## src/smr_cfg.svh

```systemverilog
// Constants for the mode-word configuration block: field positions, codes, latencies.
// Assumes inclusion by bare name from the package and the design module.
`ifndef SMR_CFG_SVH
`define SMR_CFG_SVH

// Register byte offsets on the AXI4-Lite slave
`define SMR_OFS_MODE0 12'h000
`define SMR_OFS_MODE1 12'h004
`define SMR_OFS_CTRL 12'h008
`define SMR_OFS_STATUS 12'h00C
`define SMR_OFS_LAT 12'h010

// Mode word zero read latency field
`define SMR_CL_LSB 4
`define SMR_CL_MIN 4'h5
`define SMR_CL_MAX 4'hE
`define SMR_CL_DLL_OFF 4'h6

// Mode word one bit positions
`define SMR_B_DLL_DIS 0
`define SMR_B_DRV0 1
`define SMR_B_RTT0 2
`define SMR_B_AL0 3
`define SMR_B_AL1 4
`define SMR_B_DRV1 5
`define SMR_B_RTT1 6
`define SMR_B_WLVL 7
`define SMR_B_RTT2 9
`define SMR_B_TSTRB 11
`define SMR_B_QOFF 12
`define SMR_MR1_RSVD_MASK 19'h4E500

// Reset values of the mode words
`define SMR_MR0_RST 19'h00010
`define SMR_MR1_RST 19'h00000

// Control register bits
`define SMR_C_SREF_ENTER 0
`define SMR_C_SREF_EXIT 1
`define SMR_C_READ 2
`define SMR_C_WRITE 3
`define SMR_C_TCTL 4
`define SMR_C_CWL_LSB 8

// Default write column latency
`define SMR_CWL_RST 4'h5

// Delay pipeline depth for the read and write latency counters
`define SMR_PIPE_W 32

// AXI responses
`define SMR_RESP_OK 2'h0
`define SMR_RESP_DECERR 2'h3

`endif

```

## src/smr_pkg.sv

```systemverilog
// Types shared by the mode-word configuration block.
// Assumes smr_cfg.svh is on the include path.
`include "smr_cfg.svh"
package smr_pkg;
    typedef enum logic [1:0] {
        SMR_RTT_OFF,
        SMR_NOMINAL_TERMINATION,
        SMR_WRITE_TERMINATION
    } smr_rtt_sel_t;

    typedef enum logic [1:0] {
        SMR_DLL_ON,
        SMR_DLL_OFF_SREF,
        SMR_DLL_OFF_USER
    } smr_dll_state_t;
endpackage

```

## src/smr_mode_cfg.sv

```systemverilog
// Mode-word configuration logic: mode words zero and one, delay-locked loop
// state, termination selection and read/write latency pipelines.
// Assumes an AXI4-Lite master on ref_clk_in and a synchronous active-high reset.
//
// Register access over AXI4-Lite and the address map are this design's own decisions.
`timescale 1ns/1ps
`include "smr_cfg.svh"

// What this block does
// - Read column latency from three-bit field, settings 5 to 11 only.
// - Read registered at edge n yields first data at edge n plus m.
// - Mode word one loads by mode-set, held until rewritten or reset.
// - Write leveling with outputs off allows all nominal values, else write only.
// - Bit 0 enables or disables the loop; controller keeps it enabled.
// - Loop enabled at self refresh entry is turned off, then back on at exit.
// - Loop disabled at entry stays off after exit until re-enabled.
// - Loop off forbids termination, unaligned data, latencies fixed at six.
// - Bits 5 and 1 choose drive impedance; controller picks over-seven setting.
// - Bit 12 at one tri-states all data and strobe outputs.
// - Bit 11 extends strobe termination to termination strobe, removing byte mask.
// - Bits 9, 6, 2 choose nominal termination over 2, 4, 6, 8, 12.
// - Writes with write termination enabled substitute the write value.
// - Termination control pin gates nominal termination when it is enabled.
// - Bit 7 enables write leveling mode.
// - Bits 4 and 3 choose additive latency zero, latency minus one or two.
// - Total write latency is write column latency plus additive latency.
module smr_mode_cfg
    import smr_pkg::*;
(
    input wire logic ref_clk_in,
    input wire logic rst_in,
    input wire logic [11:0] s_axi_awaddr_in,
    input wire logic s_axi_awvalid_in,
    output logic s_axi_awready_out,
    input wire logic [31:0] s_axi_wdata_in,
    input wire logic [3:0] s_axi_wstrb_in,
    input wire logic s_axi_wvalid_in,
    output logic s_axi_wready_out,
    output logic [1:0] s_axi_bresp_out,
    output logic s_axi_bvalid_out,
    input wire logic s_axi_bready_in,
    input wire logic [11:0] s_axi_araddr_in,
    input wire logic s_axi_arvalid_in,
    output logic s_axi_arready_out,
    output logic [31:0] s_axi_rdata_out,
    output logic [1:0] s_axi_rresp_out,
    output logic s_axi_rvalid_out,
    input wire logic s_axi_rready_in,
    input wire logic termination_control_in,
    output logic dll_enabled_out,
    output logic dll_reset_out,
    output logic [1:0] drive_strength_out,
    output logic outputs_tristate_out,
    output logic termination_strobe_out,
    output logic write_byte_mask_en_out,
    output logic write_leveling_out,
    output logic [2:0] nominal_termination_out,
    output logic [1:0] termination_sel_out,
    output logic read_data_start_out,
    output logic write_data_start_out
);

    // Whole block state
    typedef struct packed {
        logic [18:0] mode_zero;
        logic [18:0] mode_one;
        logic [3:0] write_column_latency;
        logic tctl_s1;
        logic tctl_s2;
        logic tctl_s3;
        logic tctl;
        smr_dll_state_t dll;
        logic dll_rst;
        logic in_sref;
        logic [`SMR_PIPE_W-1:0] rd_pipe;
        logic [`SMR_PIPE_W-1:0] wr_pipe;
        logic [4:0] wr_busy;
        logic aw_got;
        logic w_got;
        logic [11:0] aw_addr;
        logic [31:0] w_data;
        logic [3:0] w_strb;
        logic bvalid;
        logic [1:0] bresp;
        logic rvalid;
        logic [31:0] rdata;
        logic [1:0] rresp;
        logic rd_pulse;
        logic wr_pulse;
    } smr_state_t;

    smr_state_t cur_ff;
    smr_state_t nxt_s;

    // Effective read column latency, clamped to the legal range
    function automatic logic [3:0] eff_cl(input logic [18:0] m0, input logic dll_on);
        logic [3:0] raw;
        // Field value plus four is the latency
        raw = {1'b0, m0[`SMR_CL_LSB +: 3]} + 4'h4;
        if (!dll_on) begin
            eff_cl = `SMR_CL_DLL_OFF;
        end else if (raw < `SMR_CL_MIN) begin
            eff_cl = `SMR_CL_MIN;
        end else if (raw > `SMR_CL_MAX) begin
            eff_cl = `SMR_CL_MAX;
        end else begin
            eff_cl = raw;
        end
    endfunction

    // Posted additive latency decode
    function automatic logic [3:0] add_lat(input logic [18:0] m1, input logic [3:0] cl);
        unique case ({m1[`SMR_B_AL1], m1[`SMR_B_AL0]})
            2'h1: add_lat = cl - 4'h1;
            2'h2: add_lat = cl - 4'h2;
            default: add_lat = 4'h0;
        endcase
    endfunction

    // Merge write data into a 19-bit word under byte strobes
    function automatic logic [18:0] merge19(input logic [18:0] old, input logic [31:0] d,
                                            input logic [3:0] st);
        logic [31:0] w;
        w = {13'h0000, old};
        for (int i = 0; i < 4; i++) begin
            if (st[i]) begin
                w[i*8 +: 8] = d[i*8 +: 8];
            end
        end
        merge19 = w[18:0];
    endfunction

    // Values derived from the mode words
    logic dll_on;
    logic [3:0] cl_now;
    logic [3:0] al_now;
    logic [4:0] rl_now;
    logic [4:0] wl_now;
    logic [3:0] cwl_now;
    logic nominal_termination_en;
    logic write_termination_allowed;

    // Derived latencies and termination permissions
    always_comb begin
        dll_on = (cur_ff.dll == SMR_DLL_ON);
        cl_now = eff_cl(cur_ff.mode_zero, dll_on);
        al_now = add_lat(cur_ff.mode_one, cl_now);
        cwl_now = dll_on ? cur_ff.write_column_latency : `SMR_CL_DLL_OFF;
        rl_now = {1'b0, al_now} + {1'b0, cl_now};
        wl_now = {1'b0, al_now} + {1'b0, cwl_now};
        nominal_termination_en = ({cur_ff.mode_one[`SMR_B_RTT2], cur_ff.mode_one[`SMR_B_RTT1],
                       cur_ff.mode_one[`SMR_B_RTT0]} != 3'h0) && dll_on;
        // Leveling with outputs on keeps only write values usable
        write_termination_allowed = !cur_ff.mode_one[`SMR_B_WLVL] || cur_ff.mode_one[`SMR_B_QOFF];
    end

    // Scratch words of the next-state process
    logic [18:0] new_one;
    logic [31:0] ctl_word;

    // Next-state logic: bus slave, mode words, loop state and latency pipes
    always_comb begin
        nxt_s = cur_ff;
        new_one = cur_ff.mode_one;
        ctl_word = 32'h0000_0000;
        nxt_s.rd_pulse = 1'b0;
        nxt_s.wr_pulse = 1'b0;
        nxt_s.dll_rst = 1'b0;
        // Three-stage pin synchroniser, change accepted when stages 2 and 3 agree
        nxt_s.tctl_s1 = termination_control_in;
        nxt_s.tctl_s2 = cur_ff.tctl_s1;
        nxt_s.tctl_s3 = cur_ff.tctl_s2;
        if (cur_ff.tctl_s2 == cur_ff.tctl_s3) begin
            nxt_s.tctl = cur_ff.tctl_s3;
        end
        // Latency pipes shift each cycle; bit k fires k+1 edges after the command
        nxt_s.rd_pipe = {1'b0, cur_ff.rd_pipe[`SMR_PIPE_W-1:1]};
        nxt_s.wr_pipe = {1'b0, cur_ff.wr_pipe[`SMR_PIPE_W-1:1]};
        nxt_s.rd_pulse = cur_ff.rd_pipe[0];
        nxt_s.wr_pulse = cur_ff.wr_pipe[0];
        // Write termination window counts down
        if (cur_ff.wr_busy != 5'h00) begin
            nxt_s.wr_busy = cur_ff.wr_busy - 5'h01;
        end
        // Write address and data channels, taken in either order
        if (s_axi_awvalid_in && !cur_ff.aw_got) begin
            nxt_s.aw_got = 1'b1;
            nxt_s.aw_addr = s_axi_awaddr_in;
        end
        if (s_axi_wvalid_in && !cur_ff.w_got) begin
            nxt_s.w_got = 1'b1;
            nxt_s.w_data = s_axi_wdata_in;
            nxt_s.w_strb = s_axi_wstrb_in;
        end
        // Both halves held: apply the word and raise the answer on the same edge
        if (cur_ff.aw_got && cur_ff.w_got && !cur_ff.bvalid) begin
            nxt_s.aw_got = 1'b0;
            nxt_s.w_got = 1'b0;
            nxt_s.bvalid = 1'b1;
            nxt_s.bresp = `SMR_RESP_OK;
            unique case (cur_ff.aw_addr)
                `SMR_OFS_MODE0: begin
                    nxt_s.mode_zero = merge19(cur_ff.mode_zero, cur_ff.w_data,
                                              cur_ff.w_strb);
                end
                `SMR_OFS_MODE1: begin
                    new_one = merge19(cur_ff.mode_one, cur_ff.w_data, cur_ff.w_strb);
                    nxt_s.mode_one = new_one;
                    // Loop enable bit is active low in the mode word
                    if (!new_one[`SMR_B_DLL_DIS]) begin
                        if (cur_ff.dll != SMR_DLL_ON && !cur_ff.in_sref) begin
                            nxt_s.dll = SMR_DLL_ON;
                        end
                    end else if (!cur_ff.in_sref) begin
                        nxt_s.dll = SMR_DLL_OFF_USER;
                    end
                end
                `SMR_OFS_CTRL: begin
                    ctl_word = cur_ff.w_data;
                    // New write latency serves later commands only
                    if (cur_ff.w_strb[1]) begin
                        nxt_s.write_column_latency = ctl_word[`SMR_C_CWL_LSB +: 4];
                    end
                    if (cur_ff.w_strb[0]) begin
                        // Self refresh entry and exit steer the loop
                        if (ctl_word[`SMR_C_SREF_ENTER] && !cur_ff.in_sref) begin
                            nxt_s.in_sref = 1'b1;
                            if (cur_ff.dll == SMR_DLL_ON) begin
                                nxt_s.dll = SMR_DLL_OFF_SREF;
                            end
                        end else if (ctl_word[`SMR_C_SREF_EXIT] && cur_ff.in_sref) begin
                            nxt_s.in_sref = 1'b0;
                            if (cur_ff.dll == SMR_DLL_OFF_SREF) begin
                                nxt_s.dll = SMR_DLL_ON;
                                nxt_s.dll_rst = 1'b1;
                            end
                            // Loop turned off by software stays off
                        end
                        // Commands arm a latency pipe, never in self refresh
                        if (ctl_word[`SMR_C_READ] && !cur_ff.in_sref) begin
                            nxt_s.rd_pipe[rl_now - 5'h02] = 1'b1;
                            nxt_s.wr_busy = 5'h00;
                        end
                        if (ctl_word[`SMR_C_WRITE] && !cur_ff.in_sref) begin
                            nxt_s.wr_pipe[wl_now - 5'h02] = 1'b1;
                            nxt_s.wr_busy = wl_now + 5'h04;
                        end
                    end
                end
                default: begin
                    // Unmapped offset: refused, nothing changes
                    nxt_s.bresp = `SMR_RESP_DECERR;
                end
            endcase
        end
        // Response leaves once taken
        if (cur_ff.bvalid && s_axi_bready_in) begin
            nxt_s.bvalid = 1'b0;
        end
        // Read channel
        if (s_axi_arvalid_in && !cur_ff.rvalid) begin
            nxt_s.rvalid = 1'b1;
            nxt_s.rresp = `SMR_RESP_OK;
            unique case (s_axi_araddr_in)
                `SMR_OFS_MODE0: nxt_s.rdata = {13'h0000, cur_ff.mode_zero};
                `SMR_OFS_MODE1: nxt_s.rdata = {13'h0000, cur_ff.mode_one};
                `SMR_OFS_CTRL: nxt_s.rdata = {20'h00000, cur_ff.write_column_latency, 8'h00};
                `SMR_OFS_STATUS: nxt_s.rdata = {28'h0000000, cur_ff.tctl, cur_ff.in_sref,
                                                cur_ff.dll};
                `SMR_OFS_LAT: nxt_s.rdata = {11'h000, wl_now, 3'h0, rl_now, al_now,
                                             cl_now};
                default: begin
                    // Unmapped offset reads as zero
                    nxt_s.rdata = 32'h0000_0000;
                    nxt_s.rresp = `SMR_RESP_DECERR;
                end
            endcase
        end else if (cur_ff.rvalid && s_axi_rready_in) begin
            nxt_s.rvalid = 1'b0;
        end
    end

    // State register
    always_ff @(posedge ref_clk_in) begin
        if (rst_in) begin
            nxt_s_reset();
        end else begin
            cur_ff <= nxt_s;
        end
    end

    // Reset image of the state, held by a task so each field has a constant
    task automatic nxt_s_reset();
        cur_ff <= '0;
        cur_ff.mode_zero <= `SMR_MR0_RST;
        cur_ff.mode_one <= `SMR_MR1_RST;
        cur_ff.write_column_latency <= `SMR_CWL_RST;
        cur_ff.dll <= SMR_DLL_ON;
    endtask

    // Bus handshakes
    assign s_axi_awready_out = !cur_ff.aw_got;
    assign s_axi_wready_out = !cur_ff.w_got;
    assign s_axi_bvalid_out = cur_ff.bvalid;
    assign s_axi_bresp_out = cur_ff.bresp;
    assign s_axi_arready_out = !cur_ff.rvalid;
    assign s_axi_rvalid_out = cur_ff.rvalid;
    assign s_axi_rdata_out = cur_ff.rdata;
    assign s_axi_rresp_out = cur_ff.rresp;

    // Mode-word driven controls
    assign dll_enabled_out = (cur_ff.dll == SMR_DLL_ON);
    assign dll_reset_out = cur_ff.dll_rst;
    assign drive_strength_out = {cur_ff.mode_one[`SMR_B_DRV1],
                                 cur_ff.mode_one[`SMR_B_DRV0]};
    assign outputs_tristate_out = cur_ff.mode_one[`SMR_B_QOFF];
    assign termination_strobe_out = cur_ff.mode_one[`SMR_B_TSTRB];
    assign write_byte_mask_en_out = !cur_ff.mode_one[`SMR_B_TSTRB];
    assign write_leveling_out = cur_ff.mode_one[`SMR_B_WLVL];
    assign nominal_termination_out = {cur_ff.mode_one[`SMR_B_RTT2],
                                      cur_ff.mode_one[`SMR_B_RTT1],
                                      cur_ff.mode_one[`SMR_B_RTT0]};
    assign read_data_start_out = cur_ff.rd_pulse;
    assign write_data_start_out = cur_ff.wr_pulse;

    // Termination selection: pin gates nominal, writes substitute write value
    always_comb begin
        if (!nominal_termination_en || !cur_ff.tctl || cur_ff.in_sref) begin
            termination_sel_out = SMR_RTT_OFF;
        end else if (cur_ff.wr_busy != 5'h00 && dll_on) begin
            termination_sel_out = SMR_WRITE_TERMINATION;
        end else if (!write_termination_allowed) begin
            termination_sel_out = SMR_WRITE_TERMINATION;
        end else begin
            termination_sel_out = SMR_NOMINAL_TERMINATION;
        end
    end

endmodule

```

## config.mk

```make
export PLATFORM = sky130hd
export DESIGN_NAME = smr_mode_cfg
export DESIGN_NICKNAME = d
export VERILOG_FILES = /design/src/smr_pkg.sv /design/src/smr_mode_cfg.sv
export VERILOG_INCLUDE_DIRS = /design/src
export SDC_FILE = /design/constraint.sdc
export NUM_CORES = 1
export LEC_CHECK = 0
export BUFFER_PORTS_ARGS = -buffer_cell sky130_fd_sc_hd__buf_2
export CORE_MARGIN = 5
export CORE_UTILIZATION = 40
export DETAILED_ROUTE_END_ITERATION = 8
export GPL_TIMING_DRIVEN = 0
export PLACE_DENSITY = 0.61
export SYNTH_ARGS = -nofsm -noshare
export SYNTH_HDL_FRONTEND = slang
export SYNTH_SLANG_ARGS = --single-unit
export TNS_END_PERCENT = 5
```

## constraint.sdc

```tcl
create_clock -name ref_clk_in -period 5.1 [get_ports ref_clk_in]
set_clock_uncertainty 0.2 [all_clocks]
set_input_delay 0 -clock ref_clk_in [delete_from_list [all_inputs] [get_ports ref_clk_in]]
set_output_delay 0 -clock ref_clk_in [all_outputs]
set_load 0.01 [all_outputs]
```

==> results.cfg, run 1 <==
[placed_design]
hpwl_microns = 15900
placed_cells = 1286
numPortBuffers = 98
placed_cell_area_sq_mm = 0.00891
gp_congestion = 0.903

[floorplanning]
core_sq_mm = 0.0197
initial_core_util_pct = 40.9
die-width_microns = 152
num_io_pins = 124
die_h_microns = 152
num_rows = 51
dieArea_sq_mm = 0.0231

[synthesis]
synth_cell_types = 69
synth-async-reset-ratio_pct = 0
synth_cells = 913
yosysSeqAreaShare_pct = 45.3
synth.avg_cell_area_sq_um = 8.81
ys_ff_latch = 182
syn-cell-area_sq_mm = 0.00805
synth-main-ff-cell = dfxtp_1
synth_edf_count = 0
yosys_warnings = 0

[setup_path]
worstPathArrival_ps = 4910
setup.worst_path.class = reg2reg
worstPathRequired_ps = 5240
path_cells = or2_2 -> clkbuf_1 -> clkinv_1 -> nand2_1 -> o21ai_0 -> ha_1 -> fa_1 -> xnor2_2 -> ha_1 -> xor3_1 -> or4_1 -> o31ai_1
slowest_stage = or4_1
cp_max_fo = 9
crit_top_cell = ha_1
startpoint_type = flip-flop
end_kind = flip-flop
cpPeakStageDelay_ps = 610
worst-r2r-cell-count = 12

[pwr]
power.density_mw_per_mm2 = 303
ir_worst_vdd_v = 0.000234
p_int_mw = 2.30
power_frac_clock_pct = 40.9
leakagePower_nw = 4.25
p_switching_uw = 763
switching_share_pct = 24.9
seq_power_share_pct = 48.6
combPwrFrac_pct = 10.6

[global_route]
globalRouteOverflowTotal = 0
grt.total_usage_pct = 18.9
grt_pass1_wl_microns = 35400
grt_start_max_net_pins = 17
antenna_found_initial = 0
grt_pass1_vias = 6650

[layout]
final_common_cell = dfxtp_1
area_growth_pct = 25.7
layout-drive-gt1-share_pct = 18.1
final_area_sq_mm = 0.0101
postLayoutCoreUtil_pct = 51.5
n_antenna_cell = 0
fin_cells = 1380
layout_common_cells = dfxtp_1, buf_2, nand2_1, inv_1, nor2_1
nNetsFinal = 1188

[outcome]
outcome = finished clean

[drt]
vias = 6976
drtIter0Drc = 458
avgViaCountPerCell = 5.06
dr.pass1.iters = 5
wire_per_inst_microns = 16.0
drcViolationCount = 0
drt-total-wl_microns = 22000
drtAntennaViolNets = 0

[clock_network]
cts.clk_slew.worst_paths_ps = 70
cts.htree.levels = 4
clock_latency_ps = 430
cts_num_sinks = 182
clockBufferDepth = 2
root_buffer = clkbuf_16
cts_tree = done
cts_buffers = 17

[timing]
tightest_slew_ps = 1170
fin_crit_sh_pct = 93.5
min_period_ps = 4770
setup_viol = 0
finalHoldViolCount = 0
fmax_mhz = 210
slew_violations = 0
max_slew_margin_pct = 20.7
grt_setup_unrepaired = no
hold_slack_ps = 31.7

[worst_hold_path]
worstHoldPathType = in2reg
min_path_cells = 4

[flow_run]
drv_cap = 0
[metal layers]
layer	vias up	GRT usage [%]	part of all wire [%]
li1	3497	-	-
met1	3262	25.0	45
met2	195	31.1	48
met3	22	4.35	5.8
met4	0	4.97	1.5
met5	-	0	0
[worst paths after layout]
kind / startpoint / endpoint / slack, ps
min reg2reg: cur_ff[166] / cur_ff[165] / 240
max reg2reg: cur_ff[162] / cur_ff[123] / 330
min: s_axi_araddr_in[2] / s_axi_rdata_out[0] / 30
max: cur_ff[162] / cur_ff[123] / 330
[flip-flops by register name (all words and copies together), names as in the netlist]
signal,count
cur_ff,146
s_axi_rdata_out,21
nominal_termination_out,3
drive_strength_out,2
dll_reset_out,1
outputs_tristate_out,1
read_data_start_out,1
s_axi_bresp_out,1
s_axi_bvalid_out,1
s_axi_rresp_out,1
s_axi_rvalid_out,1
termination_strobe_out,1
write_data_start_out,1
write_leveling_out,1
[cell type report]
class / instances / area, sq um
buffer: 88 / 492
clock buffer: 22 / 494
clock inverter: 9 / 67.6
fill: 1932 / 9540
inverter: 85 / 319
multi-input combinational: 568 / 3640
sequential: 182 / 3640
tap: 265 / 332
timing repair buffer: 161 / 1120
[Yosys cell counts (all sizes together), types with 3 or more instances]
cell type	number	area, sq um
dfxtp	182	3640
nand2	100	375
inv	84	315
nor2	71	267
a21oi	55	275
buf	50	349
mux2i	47	470
o22ai	47	338
clkbuf	38	143
o21ai	23	115
nand3	22	120
ha	15	188
nor2b	15	93.8
o32ai	15	131
or3	11	68.8
nand4	10	62.6
xnor2	10	87.6
a22oi	8	60.1
a32oi	8	70.1
nor3	8	51.3
a2bb2oi	6	52.6
a21o	5	37.5
nor4	5	58.8
or2	5	31.3
xor2	5	43.8
a211oi	4	30.0
a222oi	4	40.0
and2	4	25.0
and3	4	25.0
o2bb2ai	4	35.0
or4	4	33.8
a211o	3	26.3
a22o	3	26.3
nand2b	3	18.8
or3b	3	26.3
[power groups by stage]
stage	logic, mW	registers [mW]	clock network [mW]
after detailed placement	0.285	1.52	0
after global routing	0.363	1.49	1.34
final	0.323	1.49	1.25
after floorplan	0.202	1.51	0
after global placement	0.280	1.52	0
after CTS	0.322	1.49	1.27
[stage by stage]
step	power (mW)	setup slack (ps)	setup TNS, ps
2_1_floorplan	1.71	524	0
3_3_place_gp	1.80	-332	-2540
3_5_place_dp	1.80	298	0
4_1_cts	3.08	244	0
5_1_grt	3.19	120	0
6_report	3.06	333	0
[timing repair]
action                                  CTS  global route
endpoints found under the setup margin    0             1
setup buffers                             0             0
hold buffers                             63             0
gates resized for setup                   0             1
endpoints found under the hold margin    56             0
[cells by family (layout without fill, tap and decap cells)]
group | Yosys count | after routing | share of synthesized area (%)
buf+inv | 173 | 365 | 10.1
fa+ha+maj | 17 | 17 | 2.83
flops | 182 | 182 | 45.3
mux | 48 | 48 | 5.99
simple gates | 274 | 274 | 16.6
compound gates | 202 | 202 | 17.3
xor+xnor | 16 | 16 | 1.93
other cells | 1 | 11 | 0.0466
[critical path, delay by kind of cell (launching register included)]
| family | cells | cell delay [ps] |
|---|---|---|
| AOI/OAI and AO/OA | 2 | 440 |
| xor gates and xnor gates | 2 | 800 |
| adders and majority gates | 3 | 970 |
| buffers and inverters | 2 | 730 |
| DFF | 1 | 510 |
| and+or+nand+nor | 3 | 1030 |
Note: power is estimated with default switching activity, not from simulation.
==> inputs of run 2 (changes only) <==
--- a/config.mk
+++ b/config.mk
@@ -7,7 +7,6 @@
 export NUM_CORES = 1
 export LEC_CHECK = 0
 export BUFFER_PORTS_ARGS = -buffer_cell sky130_fd_sc_hd__buf_2
-export CORE_MARGIN = 5
 export CORE_UTILIZATION = 40
 export DETAILED_ROUTE_END_ITERATION = 8
 export GPL_TIMING_DRIVEN = 0
==> run 2 against run 1 <==
  * Maximum frequency fell by 2.8%
  * Largest cell class is now sequential cells
  * Cell count stayed put
  * Critical path depth unchanged
  * Total power grew 6.0%
  * Critical path type unchanged
  * Worst hold slack got worse by 11 ps
  * Routed wire length decreased by 1.8%
==> results.cfg, run 2 (same netlist as run 1, synthesis figures left out) <==
[layout]
layout-drive-gt1-share_pct = 18.1
area_growth_pct = 26.4
n_antenna_cell = 0
nNetsFinal = 1187
fin_cells = 1380
top_register = cur_ff
fill_cells = 1890
postLayoutCoreUtil_pct = 51.9
largest_reg_flops = 146
multi_input_area_sq_mm = 0.00363
layout_common_cells = dfxtp_1, buf_2, nand2_1, inv_1, nor2_1
final_common_cell = dfxtp_1
seq_area_sq_mm = 0.00364

[drt]
routed.top_layer = met4
drtAntennaViolNets = 0
wl_met1_microns = 9930
drt-total-wl_microns = 21600
routed-wl-met2_microns = 10400
avgViaCountPerCell = 5.05
drcViolationCount = 0
dr.pass1.iters = 6
vias = 6970
wire_per_inst_microns = 15.7
drtIter0Drc = 417
met3_length_microns = 969

[setup_path]
worst-r2r-cell-count = 12
reg2reg_slack_ps = 200
startpoint_type = flip-flop
rr_endpoint = cur_ff[123]
cp_max_fo = 9
crit_start = cur_ff[162]
worstSetupEndpoint = cur_ff[123]
worstPathRequired_ps = 5240
reg2reg_from = cur_ff[162]
worstPathArrival_ps = 5050
end_kind = flip-flop
setup.worst_path.class = reg2reg

[timing]
min_period_ps = 4900
tightest_slew_ps = 1170
grt_setup_unrepaired = no
fmax_mhz = 204
setup_viol = 0
slew_violations = 0
max_slew_margin_pct = 20.8
fin_crit_sh_pct = 96.1
finalHoldViolCount = 0

[floorplanning]
core_sq_mm = 0.0196
initial_core_util_pct = 41.1
die_h_microns = 144
dieArea_sq_mm = 0.0207
num_io_pins = 124
num_rows = 51
die-width_microns = 144

[clock_network]
cts_resized = 0
cts-hold-fix-buffers = 61
clockBufferDepth = 2
cts.clk_slew.worst_paths_ps = 70
cts_num_sinks = 182
cts.htree.levels = 4
clock_latency_ps = 430
cts_buffers = 17
cts_tree = done
postCtsSetupBuffers = 0
root_buffer = clkbuf_16

[outcome]
outcome = finished clean

[placed_design]
hpwl_microns = 15500
placed_cells = 1287
gp_congestion = 0.909
numPortBuffers = 98

[pwr]
leakagePower_nw = 4.28
seq_power_share_pct = 45.8
p_switching_uw = 789
combPwrFrac_pct = 9.9
p_int_mw = 2.46
power_frac_clock_pct = 44.3
ir_worst_vdd_v = 0.000244
power.density_mw_per_mm2 = 319
switching_share_pct = 24.3

[global_route]
grt_pass1_wl_microns = 34100
grt.total_usage_pct = 21.7
grt_start_max_net_pins = 18
antenna_found_initial = 0
globalRouteOverflowTotal = 0
grt_pass1_vias = 6503

[flow_run]
drv_cap = 0

[worst_hold_path]
worstHoldPathType = in2reg
run 2: changes by cell type in the layout (fill, tap and decap cells not counted), sizes merged:
cell	delta
clkinv	-1
clkinvlp	-2
buf	+1
clkbuf	-4
inv	+4
dlygate4sd3	-2
bufinv	+4
run 2: final cells by class:
| cell class | count | area share (%) |
|---|---|---|
| Buffer | 88 | 4.83 |
| Timing Repair Buffer | 160 | 10.9 |
| Clock buffer | 18 | 4.32 |
| Clock inverter | 14 | 2.07 |
| Multi-Input combinational cell | 568 | 35.7 |
| Inverter | 85 | 3.14 |
| Sequential cell | 182 | 35.8 |
| Tap cell | 265 | 3.26 |
run 2: critical path, cell delays in order (launching register included):
cell	delay [ps]
dfxtp_1	510
or2_2	170
clkbuf_1	300
clkinv_1	410
nand2_1	230
o21ai_0	180
ha_1	280
fa_1	400
xnor2_1	560
ha_1	290
xor3_1	430
or4_1	610
o31ai_1	250
run 2: worst min-delay path by stage:
stage,cells past startpoint,end,slack (ps),start
finish,4,s_axi_rdata_out[0],20,s_axi_araddr_in[2]
detailed placement,2,cur_ff[166],20,termination_control_in
floorplan,1,cur_ff[166],-70,termination_control_in
global placement,2,cur_ff[166],20,termination_control_in
CTS,4,s_axi_rdata_out[0],7,s_axi_araddr_in[2]
global route,4,s_axi_rdata_out[0],60,s_axi_araddr_in[2]
run 2: layer usage:
metal / GRT usage (%) / up-vias
met1: 28.3 / 3269
met2: 36.4 / 178
met3: 3.47 / 31
met5: 0 / -
li1: - / 3492
met4: 6.94 / 0
run 2: per-stage QoR:
stage | setup TNS, ps | instance area [sq um] | worst slack (ps) | hold WS (ps) | power (mW)
global placement | -1410 | 8910 | -287 | 17.6 | 1.80
global route | 0 | 10200 | 4.42 | 61.2 | 3.37
detailed placement | 0 | 8910 | 344 | 24.8 | 1.80
floorplan | 0 | 8090 | 524 | -71.8 | 1.71
finish | 0 | 10200 | 197 | 21.1 | 3.24
CTS | 0 | 10200 | 309 | 6.70 | 3.27
run 2: power groups by stage:
stage          Combinational, mW  Sequential, mW  Clock, mW
2_1_floorplan              0.202            1.51          0
3_3_place_gp               0.280            1.52          0
3_5_place_dp               0.284            1.52          0
4_1_cts                    0.321            1.48       1.46
5_1_grt                    0.360            1.49       1.52
6_report                   0.322            1.48       1.44
